==> src/gpct_pkg.sv <==
// Shared constants and types for the general-purpose counter/timer block.
package gpct_pkg;

  // ---------------------------------------------------------------
  // Clocking and division
  // ---------------------------------------------------------------
  // mclk rate and the board clock rate that the internal board tick imitates.
  localparam int MCLK_HZ = 50_000_000;
  localparam int BOARD_HZ = 10_000_000;
  localparam int BOARD_DIV = MCLK_HZ / BOARD_HZ;
  localparam logic [2:0] BOARD_LAST = 3'(BOARD_DIV - 1);
  // The counter input clock is the selected board clock divided by ten.
  localparam int PRESCALE_DIV = 10;
  localparam logic [3:0] PRE_LAST = 4'(PRESCALE_DIV - 1);
  localparam logic [3:0] PRE_HALF = 4'(PRESCALE_DIV / 2);
  // Timebase zero runs at the prescaler rate; each later timebase is the previous one divided by ten.
  localparam int TB_DIV = 10;
  localparam logic [3:0] TB_LAST = 4'(TB_DIV - 1);
  localparam logic [3:0] TB_HALF = 4'(TB_DIV / 2);
  localparam int NUM_TB = 5;

  // ---------------------------------------------------------------
  // Counters and source selection
  // ---------------------------------------------------------------
  localparam int NUM_CNT = 3;
  localparam int CNT_W = 16;
  localparam logic [CNT_W-1:0] COUNT_RST = 16'h0000;
  localparam logic OUT_RST = 1'b0;
  // Source pool: source pins, then gate pins, then timebases.
  localparam int POOL_W = 2 * NUM_CNT + NUM_TB;
  localparam logic [3:0] SEL_SRC0 = 4'h0;
  localparam logic [3:0] SEL_GATE0 = 4'h3;
  localparam logic [3:0] SEL_TB0 = 4'h6;
  localparam logic [3:0] FDIV_CNT_RST = 4'h0;

  // Gating modes of one counter.
  typedef enum logic [1:0] {GATE_NONE, GATE_LEVEL, GATE_EDGE} gate_mode_t;

endpackage

==> src/gpct_channel.sv <==
// One 16-bit counter channel with gating and terminal-count output.
`timescale 1ns/1ps
module gpct_channel
  import gpct_pkg::*;
(
  input wire logic mclk, // System clock.
  input wire logic sys_rst, // Synchronous reset, active high.
  input wire logic ce, // Clock enable; state freezes while low.
  input wire logic arm, // Counter armed; low clears the count.
  input wire logic src_lvl, // Selected count-source level.
  input wire logic gate_lvl, // Gate pin level.
  input wire logic edge_fall, // Count falling edges when high.
  input wire gate_mode_t gate_mode, // Gating mode.
  input wire logic gate_high, // Level gate active high, or edge gate rising.
  input wire logic out_toggle, // Output toggles at terminal count when high.
  input wire logic [CNT_W-1:0] limit, // Terminal count value.
  output logic [CNT_W-1:0] count_q, // Accumulated count.
  output logic out_q // Counter output.
);

  typedef enum logic [1:0] {ST_IDLE, ST_WAIT, ST_RUN} chan_state_t;

  chan_state_t state_q, state_d;
  logic src_q;
  logic gate_q;
  logic [CNT_W-1:0] count_d;
  logic out_d;
  wire src_edge;
  wire gate_edge;
  wire gate_ok;
  wire count_en;
  wire at_tc;
  wire tc_hit;

  // ---------------------------------------------------------------
  // Edge and gate decode
  // ---------------------------------------------------------------
  // Active source edge follows the chosen polarity; gate is judged on its registered copy.
  assign src_edge = edge_fall ? (src_q & ~src_lvl) : (~src_q & src_lvl);
  assign gate_edge = gate_high ? (~gate_q & gate_lvl) : (gate_q & ~gate_lvl);
  assign gate_ok = (gate_mode != GATE_LEVEL) || (gate_q == gate_high);
  assign count_en = (state_q == ST_RUN) && src_edge && gate_ok;
  assign at_tc = (count_q == limit);
  assign tc_hit = count_en && at_tc;

  // Arming and edge-gate start sequence.
  always_comb
  begin
    state_d = state_q;
    case (state_q)
      ST_IDLE:
      begin
        if (arm)
          state_d = (gate_mode == GATE_EDGE) ? ST_WAIT : ST_RUN;
      end
      ST_WAIT:
      begin
        if (!arm)
          state_d = ST_IDLE;
        else if (gate_edge)
          state_d = ST_RUN;
      end
      default:
      begin
        if (!arm)
          state_d = ST_IDLE;
      end
    endcase
  end

  // Count wraps to zero after the terminal count.
  assign count_d = !arm ? COUNT_RST :
                   tc_hit ? COUNT_RST :
                   count_en ? count_q + 16'h0001 : count_q;

  // Pulse mode holds for one source period; toggle mode inverts.
  assign out_d = !arm ? OUT_RST :
                 out_toggle ? (out_q ^ tc_hit) :
                 src_edge ? tc_hit : out_q;

  // State registers.
  always_ff @(posedge mclk)
  begin
    if (sys_rst)
    begin
      state_q <= ST_IDLE;
      src_q <= 1'b0;
      gate_q <= 1'b0;
      count_q <= COUNT_RST;
      out_q <= OUT_RST;
    end
    else if (ce)
    begin
      state_q <= state_d;
      src_q <= src_lvl;
      gate_q <= gate_lvl;
      count_q <= count_d;
      out_q <= out_d;
    end
  end
endmodule

==> src/gpct_top.sv <==
// Three-counter general-purpose timer with timebases and frequency division output.
`timescale 1ns/1ps
module gpct_top
  import gpct_pkg::*;
(
  input wire logic mclk, // System clock, 50 MHz.
  input wire logic sys_rst, // Synchronous reset, active high.
  input wire logic ce, // Clock enable; all state freezes while low.
  input wire logic board_clk_sel, // Board clock select: 0 internal 10 MHz, 1 alternate pin.
  input wire logic alt_board_clk, // Alternate board clock level.
  input wire logic [NUM_CNT-1:0] src_pin, // Count-source pins.
  input wire logic [NUM_CNT-1:0] gate_pin, // Gate pins, one per counter.
  input wire logic [NUM_CNT-1:0] cnt_arm, // Arm each counter.
  input wire logic [3:0] cnt_src_sel [NUM_CNT], // Source select per counter.
  input wire logic [NUM_CNT-1:0] cnt_edge_fall, // Count falling edges when high.
  input wire gate_mode_t cnt_gate_mode [NUM_CNT], // Gating mode per counter.
  input wire logic [NUM_CNT-1:0] cnt_gate_high, // Gate polarity per counter.
  input wire logic [NUM_CNT-1:0] cnt_out_toggle, // Toggle output mode per counter.
  input wire logic [CNT_W-1:0] cnt_limit [NUM_CNT], // Terminal count per counter.
  input wire logic fdiv_en, // Enable the frequency division output.
  input wire logic [3:0] fdiv_src_sel, // Source select of the division output.
  input wire logic [3:0] fdiv_ratio, // Division ratio, zero means sixteen.
  output logic [NUM_CNT-1:0] cnt_out, // Counter outputs.
  output logic [CNT_W-1:0] cnt_value [NUM_CNT], // Counter values.
  output logic freq_division_output // Frequency division output.
);

  logic [2:0] board_div_q;
  logic alt_q;
  logic [3:0] pre_q;
  logic [3:0] tb_cnt_q [NUM_TB];
  logic [NUM_TB-1:0] tb_lvl_q;
  logic [NUM_TB-1:0] tb_prv_q;
  logic fdiv_src_q;
  logic [3:0] fdiv_cnt_q;
  logic [NUM_CNT-1:0] chan_out;
  logic [CNT_W-1:0] chan_count [NUM_CNT];
  wire board_tick;
  wire alt_rise;
  wire sel_tick;
  wire [NUM_TB-1:0] tb_step;
  wire [POOL_W-1:0] sel_pool;
  wire [NUM_CNT-1:0] chan_src;
  wire fdiv_lvl;
  wire fdiv_edge;
  wire [3:0] fdiv_last;
  wire fdiv_wrap;

  // ---------------------------------------------------------------
  // Board clock and counter input clock
  // ---------------------------------------------------------------
  // Internal board tick at 10 MHz, or rising edges of the alternate clock pin.
  assign board_tick = (board_div_q == BOARD_LAST);
  assign alt_rise = alt_board_clk & ~alt_q;
  assign sel_tick = board_clk_sel ? alt_rise : board_tick;

  // Board divider and the divide-by-ten prescaler.
  always_ff @(posedge mclk)
  begin
    if (sys_rst)
    begin
      board_div_q <= 3'h0;
      alt_q <= 1'b0;
      pre_q <= 4'h0;
    end
    else if (ce)
    begin
      board_div_q <= board_tick ? 3'h0 : board_div_q + 3'h1;
      alt_q <= alt_board_clk;
      if (sel_tick)
        pre_q <= (pre_q == PRE_LAST) ? 4'h0 : pre_q + 4'h1;
    end
  end

  // ---------------------------------------------------------------
  // Timebases
  // ---------------------------------------------------------------
  // Timebase zero steps on the prescaler wrap; each later one on its predecessor's rise.
  assign tb_step[0] = sel_tick && (pre_q == PRE_LAST);

  genvar k;
  generate
    for (k = 1; k < NUM_TB; k++)
    begin : g_step
      assign tb_step[k] = tb_lvl_q[k-1] & ~tb_prv_q[k-1];
    end
    for (k = 0; k < NUM_TB; k++)
    begin : g_tb
      // Decade divider producing a timebase level: high 6 board ticks of 10 on timebase zero, 1 predecessor period of 10 on later ones.
      always_ff @(posedge mclk)
      begin
        if (sys_rst)
        begin
          tb_cnt_q[k] <= 4'h0;
          tb_lvl_q[k] <= 1'b0;
          tb_prv_q[k] <= 1'b0;
        end
        else if (ce)
        begin
          tb_prv_q[k] <= tb_lvl_q[k];
          if (tb_step[k])
          begin
            tb_cnt_q[k] <= (tb_cnt_q[k] == TB_LAST) ? 4'h0 : tb_cnt_q[k] + 4'h1;
            tb_lvl_q[k] <= (k == 0) ? 1'b1 : (tb_cnt_q[k] == TB_LAST);
          end
          else if (k == 0 && sel_tick && pre_q == PRE_HALF)
            tb_lvl_q[k] <= 1'b0;
          else if (k != 0 && tb_step[(k == 0) ? 0 : k-1] == 1'b0 && tb_cnt_q[k] == TB_HALF)
            tb_lvl_q[k] <= 1'b0;
        end
      end
    end
  endgenerate

  // ---------------------------------------------------------------
  // Source selection and counters
  // ---------------------------------------------------------------
  // Any source pin, gate pin or timebase may clock any counter.
  assign sel_pool = {tb_lvl_q, gate_pin, src_pin};

  generate
    for (k = 0; k < NUM_CNT; k++)
    begin : g_chan
      assign chan_src[k] = (cnt_src_sel[k] < 4'(POOL_W)) ? sel_pool[cnt_src_sel[k]] : 1'b0;

      gpct_channel u_chan (
        .mclk(mclk),
        .sys_rst(sys_rst),
        .ce(ce),
        .arm(cnt_arm[k]),
        .src_lvl(chan_src[k]),
        .gate_lvl(gate_pin[k]),
        .edge_fall(cnt_edge_fall[k]),
        .gate_mode(cnt_gate_mode[k]),
        .gate_high(cnt_gate_high[k]),
        .out_toggle(cnt_out_toggle[k]),
        .limit(cnt_limit[k]),
        .count_q(chan_count[k]),
        .out_q(chan_out[k])
      );

      // Values and outputs leave from channel flip-flops; chaining must bring an output back in through a source pin.
      assign cnt_value[k] = chan_count[k];
      assign cnt_out[k] = chan_out[k];
    end
  endgenerate

  // ---------------------------------------------------------------
  // Frequency division output
  // ---------------------------------------------------------------
  // Toggles after every ratio rising edges of the selected source.
  assign fdiv_lvl = (fdiv_src_sel < 4'(POOL_W)) ? sel_pool[fdiv_src_sel] : 1'b0;
  assign fdiv_edge = fdiv_lvl & ~fdiv_src_q;
  assign fdiv_last = fdiv_ratio - 4'h1;
  assign fdiv_wrap = fdiv_edge && (fdiv_cnt_q == fdiv_last);

  // Division counter and output flip-flop.
  always_ff @(posedge mclk)
  begin
    if (sys_rst)
    begin
      fdiv_src_q <= 1'b0;
      fdiv_cnt_q <= FDIV_CNT_RST;
      freq_division_output <= 1'b0;
    end
    else if (ce)
    begin
      fdiv_src_q <= fdiv_lvl;
      if (!fdiv_en)
      begin
        fdiv_cnt_q <= FDIV_CNT_RST;
        freq_division_output <= 1'b0;
      end
      else if (fdiv_edge)
      begin
        fdiv_cnt_q <= fdiv_wrap ? FDIV_CNT_RST : fdiv_cnt_q + 4'h1;
        freq_division_output <= freq_division_output ^ fdiv_wrap;
      end
    end
  end
endmodule

==> config.mk <==
export PLATFORM = sky130hd
export DESIGN_NAME = gpct_top
export DESIGN_NICKNAME = d
export VERILOG_FILES = /design/src/gpct_pkg.sv /design/src/gpct_channel.sv /design/src/gpct_top.sv
export SDC_FILE = /design/constraint.sdc
export NUM_CORES = 1
export LEC_CHECK = 0
export BUFFER_PORTS_ARGS = -buffer_cell sky130_fd_sc_hd__buf_4
export CORE_MARGIN = 3
export CORE_UTILIZATION = 27
export DETAILED_ROUTE_END_ITERATION = 8
export GPL_TIMING_DRIVEN = 0
export SLEW_MARGIN = 20
export SYNTH_ARGS = -nofsm -noshare
export SYNTH_HDL_FRONTEND = slang
export SYNTH_SLANG_ARGS = --single-unit
==> constraint.sdc <==
create_clock -name mclk -period 2.5 [get_ports mclk]
set_input_delay 0.375 -clock mclk [delete_from_list [all_inputs] [get_ports mclk]]
set_output_delay 0.375 -clock mclk [all_outputs]
set_load 0.01 [all_outputs]
==> flow_results.xml <==
<?xml version="1.0" encoding="UTF-8"?>
<metrics>
  <group name="pwr">
    <metric name="areal_power_density_over_the_cells" unit="mW/mm²">443</metric>
    <metric name="power.ir.vdd_worst" unit="µV">292</metric>
    <metric name="total_leakage_power" unit="µW">0.00354</metric>
    <metric name="power" unit="µW">3820</metric>
  </group>
  <group name="place">
    <metric name="gp_congestion" unit="">0.804</metric>
    <metric name="post-dp-hpwl" unit="µm">14800</metric>
    <metric name="numPortBuffers" unit="">144</metric>
    <metric name="dpl.cell_count" unit="">1221</metric>
  </group>
  <group name="floorplan">
    <metric name="start_util" unit="">0.276</metric>
    <metric name="floorplan.rows" unit="">56</metric>
    <metric name="die_width" unit="µm">161</metric>
    <metric name="io_pins" unit="">150</metric>
    <metric name="floorplan.die_area" unit="mm²">0.0260</metric>
    <metric name="die_h" unit="µm">161</metric>
    <metric name="core_area" unit="mm²">0.0235</metric>
  </group>
  <group name="cts">
    <metric name="cts_sinks" unit="">102</metric>
    <metric name="clock_path_buffers" unit="">2</metric>
    <metric name="clock_root_buffer" unit="">sky130_fd_sc_hd__clkbuf_16</metric>
    <metric name="clk_latency" unit="ps">350</metric>
    <metric name="htree_levels" unit="">3</metric>
    <metric name="tritoncts.num_buffers" unit="">9</metric>
    <metric name="post_cts_hold_buffer_count" unit="">0</metric>
    <metric name="clkTransAtPathRegs" unit="ps">70</metric>
    <metric name="tritoncts" unit="">done</metric>
  </group>
  <group name="final_layout">
    <metric name="final_layout_size_suffix_gt1_frac" unit="">0.257</metric>
    <metric name="finish.cell_count_without_fillers" unit="">1255</metric>
    <metric name="final.fill_count" unit="">2433</metric>
    <metric name="layout.cells.most_common" unit="">sky130_fd_sc_hd__buf_4</metric>
    <metric name="layout.cells.most_common_list" unit="">sky130_fd_sc_hd__buf_4, sky130_fd_sc_hd__dfxtp_1, sky130_fd_sc_hd__nor2_1, sky130_fd_sc_hd__nand2_1, sky130_fd_sc_hd__xor2_1</metric>
    <metric name="num-nets-final" unit="">1043</metric>
    <metric name="synthToLayoutAreaGrowth" unit="%">32.6</metric>
  </group>
  <group name="global_routing">
    <metric name="initial_antenna_violation_count" unit="">0</metric>
    <metric name="global_route_wire_length_before_repair" unit="µm">31100</metric>
    <metric name="grt_pass1_vias" unit="">5834</metric>
    <metric name="grt.overflow.total" unit="">0</metric>
    <metric name="grtUsageTotal" unit="">0.148</metric>
    <metric name="largest_net_degree_at_the_start_of_global_routing" unit="">17</metric>
  </group>
  <group name="critical_path">
    <metric name="worst_ep_arrival_time" unit="ps">2770</metric>
    <metric name="worstSetupStartpoint" unit="">sel_pool[7]$_SDFFE_PP0P_</metric>
    <metric name="crit-reg2reg-launch" unit="">sel_pool[7]$_SDFFE_PP0P_</metric>
    <metric name="endpoint_kind" unit="">flip-flop</metric>
    <metric name="worstRegToRegCells" unit="">8</metric>
    <metric name="regToRegSetupSlack" unit="ps">10</metric>
    <metric name="reg2reg_to" unit="">g_chan[2].u_chan.count_q[2]$_SDFFE_PP0P_</metric>
    <metric name="worstPathRequired" unit="ps">2780</metric>
    <metric name="critPathKind" unit="">reg2reg</metric>
    <metric name="path_max_fanout" unit="">7</metric>
    <metric name="critical_path.startpoint_type" unit="">flip-flop</metric>
  </group>
  <group name="detailed_routing">
    <metric name="average_routed_wire_per_standard_cell" unit="µm">15.6</metric>
    <metric name="postRouteAntennaNets" unit="">0</metric>
    <metric name="drc_violations_left" unit="">0</metric>
    <metric name="num_vias" unit="">6133</metric>
    <metric name="route.detailed.vias_per_inst" unit="">4.89</metric>
    <metric name="number_of_detailed_route_iterations_in_the_first_pass" unit="">4</metric>
    <metric name="routed_wirelength" unit="µm">19600</metric>
    <metric name="dr.first_iter.drc_count" unit="">326</metric>
  </group>
  <group name="outcome">
    <metric name="run_status" unit="">complete, no violations</metric>
  </group>
  <group name="synthesis">
    <metric name="synth.ff_latch_count" unit="">102</metric>
    <metric name="syn-num-nets" unit="">871</metric>
    <metric name="syn_area_per_cell" unit="µm²">8.58</metric>
    <metric name="yosysSeqAreaShare" unit="">0.339</metric>
    <metric name="mappedNetlistArea" unit="mm²">0.00650</metric>
    <metric name="ys_warn_count" unit="">0</metric>
    <metric name="ys_dominant_reg_cell" unit="">sky130_fd_sc_hd__dfxtp_1</metric>
    <metric name="post_synth_num_cell_types" unit="">71</metric>
    <metric name="synth_enable_flop_cells" unit="">16</metric>
    <metric name="gate_count_after_technology_mapping" unit="">758</metric>
    <metric name="async_flop_share" unit="">0</metric>
  </group>
  <group name="sta">
    <metric name="fin_skew" unit="ps">7.78</metric>
    <metric name="maxSlewHeadroom" unit="">0.454</metric>
    <metric name="timing_worst_slew_pin_value" unit="ps">820</metric>
    <metric name="finalHoldViolations" unit="">0</metric>
    <metric name="fin_hold_ws" unit="ps">269</metric>
    <metric name="timing.final.crit_share" unit="">0.995</metric>
    <metric name="max_slew_vio_count" unit="">0</metric>
    <metric name="period_minus_slack" unit="ps">2490</metric>
    <metric name="grt_setup_unrepaired" unit="">yes</metric>
    <metric name="clock.fmax" unit="MHz">402</metric>
    <metric name="setup-violations-final" unit="">0</metric>
  </group>
  <group name="worst_hold_path">
    <metric name="hold_class" unit="">in2reg</metric>
    <metric name="timing.hold.worst_endpoint" unit="">alt_q$_SDFFE_PP0P_</metric>
    <metric name="hp-start" unit="">alt_board_clk</metric>
    <metric name="min_path_cells" unit="">3</metric>
  </group>
  <group name="flow_run">
    <metric name="max_cap_viol_count" unit="">0</metric>
  </group>
</metrics>
registers in the layout, indices dropped and copies added (netlist names):
register,flops
alt_q,1
tb_cnt_q,16
pre_q,4
g_chan.u_chan.src_q,3
g_chan.u_chan.count_q,48
fdiv_cnt_q,4
board_div_q,3
freq_division_output,1
g_chan.u_chan.gate_q,3
tb_prv_q,4
g_chan.u_chan.out_q,3
sel_pool,5
g_chan.u_chan.state_q,6
fdiv_src_q,1
stage by stage:
step                      instance area [µm²]  worst slack (ps)  setup TNS (ps)  utilization
after floorplan                          6500              10.6               0            -
after global placement                   7980              -421          -14920        0.339
after detailed placement                 7980              -456          -15130        0.339
after CTS                                8390              1.16               0        0.356
after global routing                     8620             -37.1            -337        0.366
final                                    8620              13.2               0        0.366
Yosys cell counts (all sizes together) (15+ instances only):
master | number | area share
o21ai | 19 | 0.015
inv | 28 | 0.016
dfxtp | 86 | 0.26
nand2 | 71 | 0.041
mux2i | 32 | 0.049
nor4 | 17 | 0.017
xnor2 | 21 | 0.028
nor2 | 81 | 0.047
nand3 | 26 | 0.020
ha | 15 | 0.029
edfxtp | 16 | 0.074
nand2b | 21 | 0.020
a31oi | 20 | 0.019
a21oi | 31 | 0.024
clkbuf | 18 | 0.011
and3 | 16 | 0.016
xor2 | 66 | 0.089
where the power goes:
part | switching [µW] | total (µW) | internal (µW)
Combinational | 292 | 562 | 270
Clock | 646 | 1530 | 883
Sequential | 37.7 | 1730 | 1690
timing repair:
| action | CTS | global route |
|---|---|---|
| pin swaps | 5 | 11 |
| gates cloned | 1 | 2 |
| resized for setup | 18 | 30 |
| setup endpoints to repair | 46 | 46 |
| buffers inserted | 3 | 12 |
per-layer routing:
layer | track usage | share of wire | vias up
met5 | 0 | 0 | -
met3 | 0.0274 | 0.047 | 18
li1 | - | - | 3071
met2 | 0.246 | 0.47 | 137
met4 | 0.0407 | 0.015 | 0
met1 | 0.198 | 0.47 | 2907
final cells by class:
type,instances,area (µm²),share of cell area
diodes,1,2.50,0.000290
plain buffers,27,149,0.0173
clock buffers,11,233,0.0270
clock inverters,5,82.6,0.00958
inverters,28,105,0.0122
multi-input cells,601,4220,0.490
flip-flops and latches,102,2220,0.258
well taps,319,399,0.0463
repair buffers,161,1210,0.140
cells by family after synthesis:
kind of cell | count (synthesis) | share of synthesized area
simple gates | 316 | 0.247
compound gates | 139 | 0.150
xor+xnor | 87 | 0.117
fa+ha+maj | 15 | 0.0289
flops | 102 | 0.339
buf+inv | 56 | 0.0373
mux | 43 | 0.0805
critical path, stage by stage (launching register included):
cell	delay [ps]
sky130_fd_sc_hd__dfxtp_4	380
sky130_fd_sc_hd__mux4_2	490
sky130_fd_sc_hd__and3_4	210
sky130_fd_sc_hd__a311oi_4	300
sky130_fd_sc_hd__o21a_4	200
sky130_fd_sc_hd__o21ai_4	90
sky130_fd_sc_hd__buf_6	150
sky130_fd_sc_hd__or4_4	430
sky130_fd_sc_hd__a31oi_4	170
worst max path at each step:
stage,endpoint,slack [ps],cells after the start
after floorplan,g_chan[0].u_chan.count_q[0]$_SDFFE_PP0P_,10,8
after global placement,g_chan[2].u_chan.count_q[6]$_SDFFE_PP0P_,-420,9
after detailed placement,g_chan[2].u_chan.count_q[6]$_SDFFE_PP0P_,-460,9
after CTS,g_chan[2].u_chan.count_q[4]$_SDFFE_PP0P_,1,8
after global routing,g_chan[1].u_chan.count_q[14]$_SDFFE_PP0P_,-40,7
final,g_chan[2].u_chan.count_q[2]$_SDFFE_PP0P_,10,8
No activity file was read; power rests on OpenSTA's default activity.
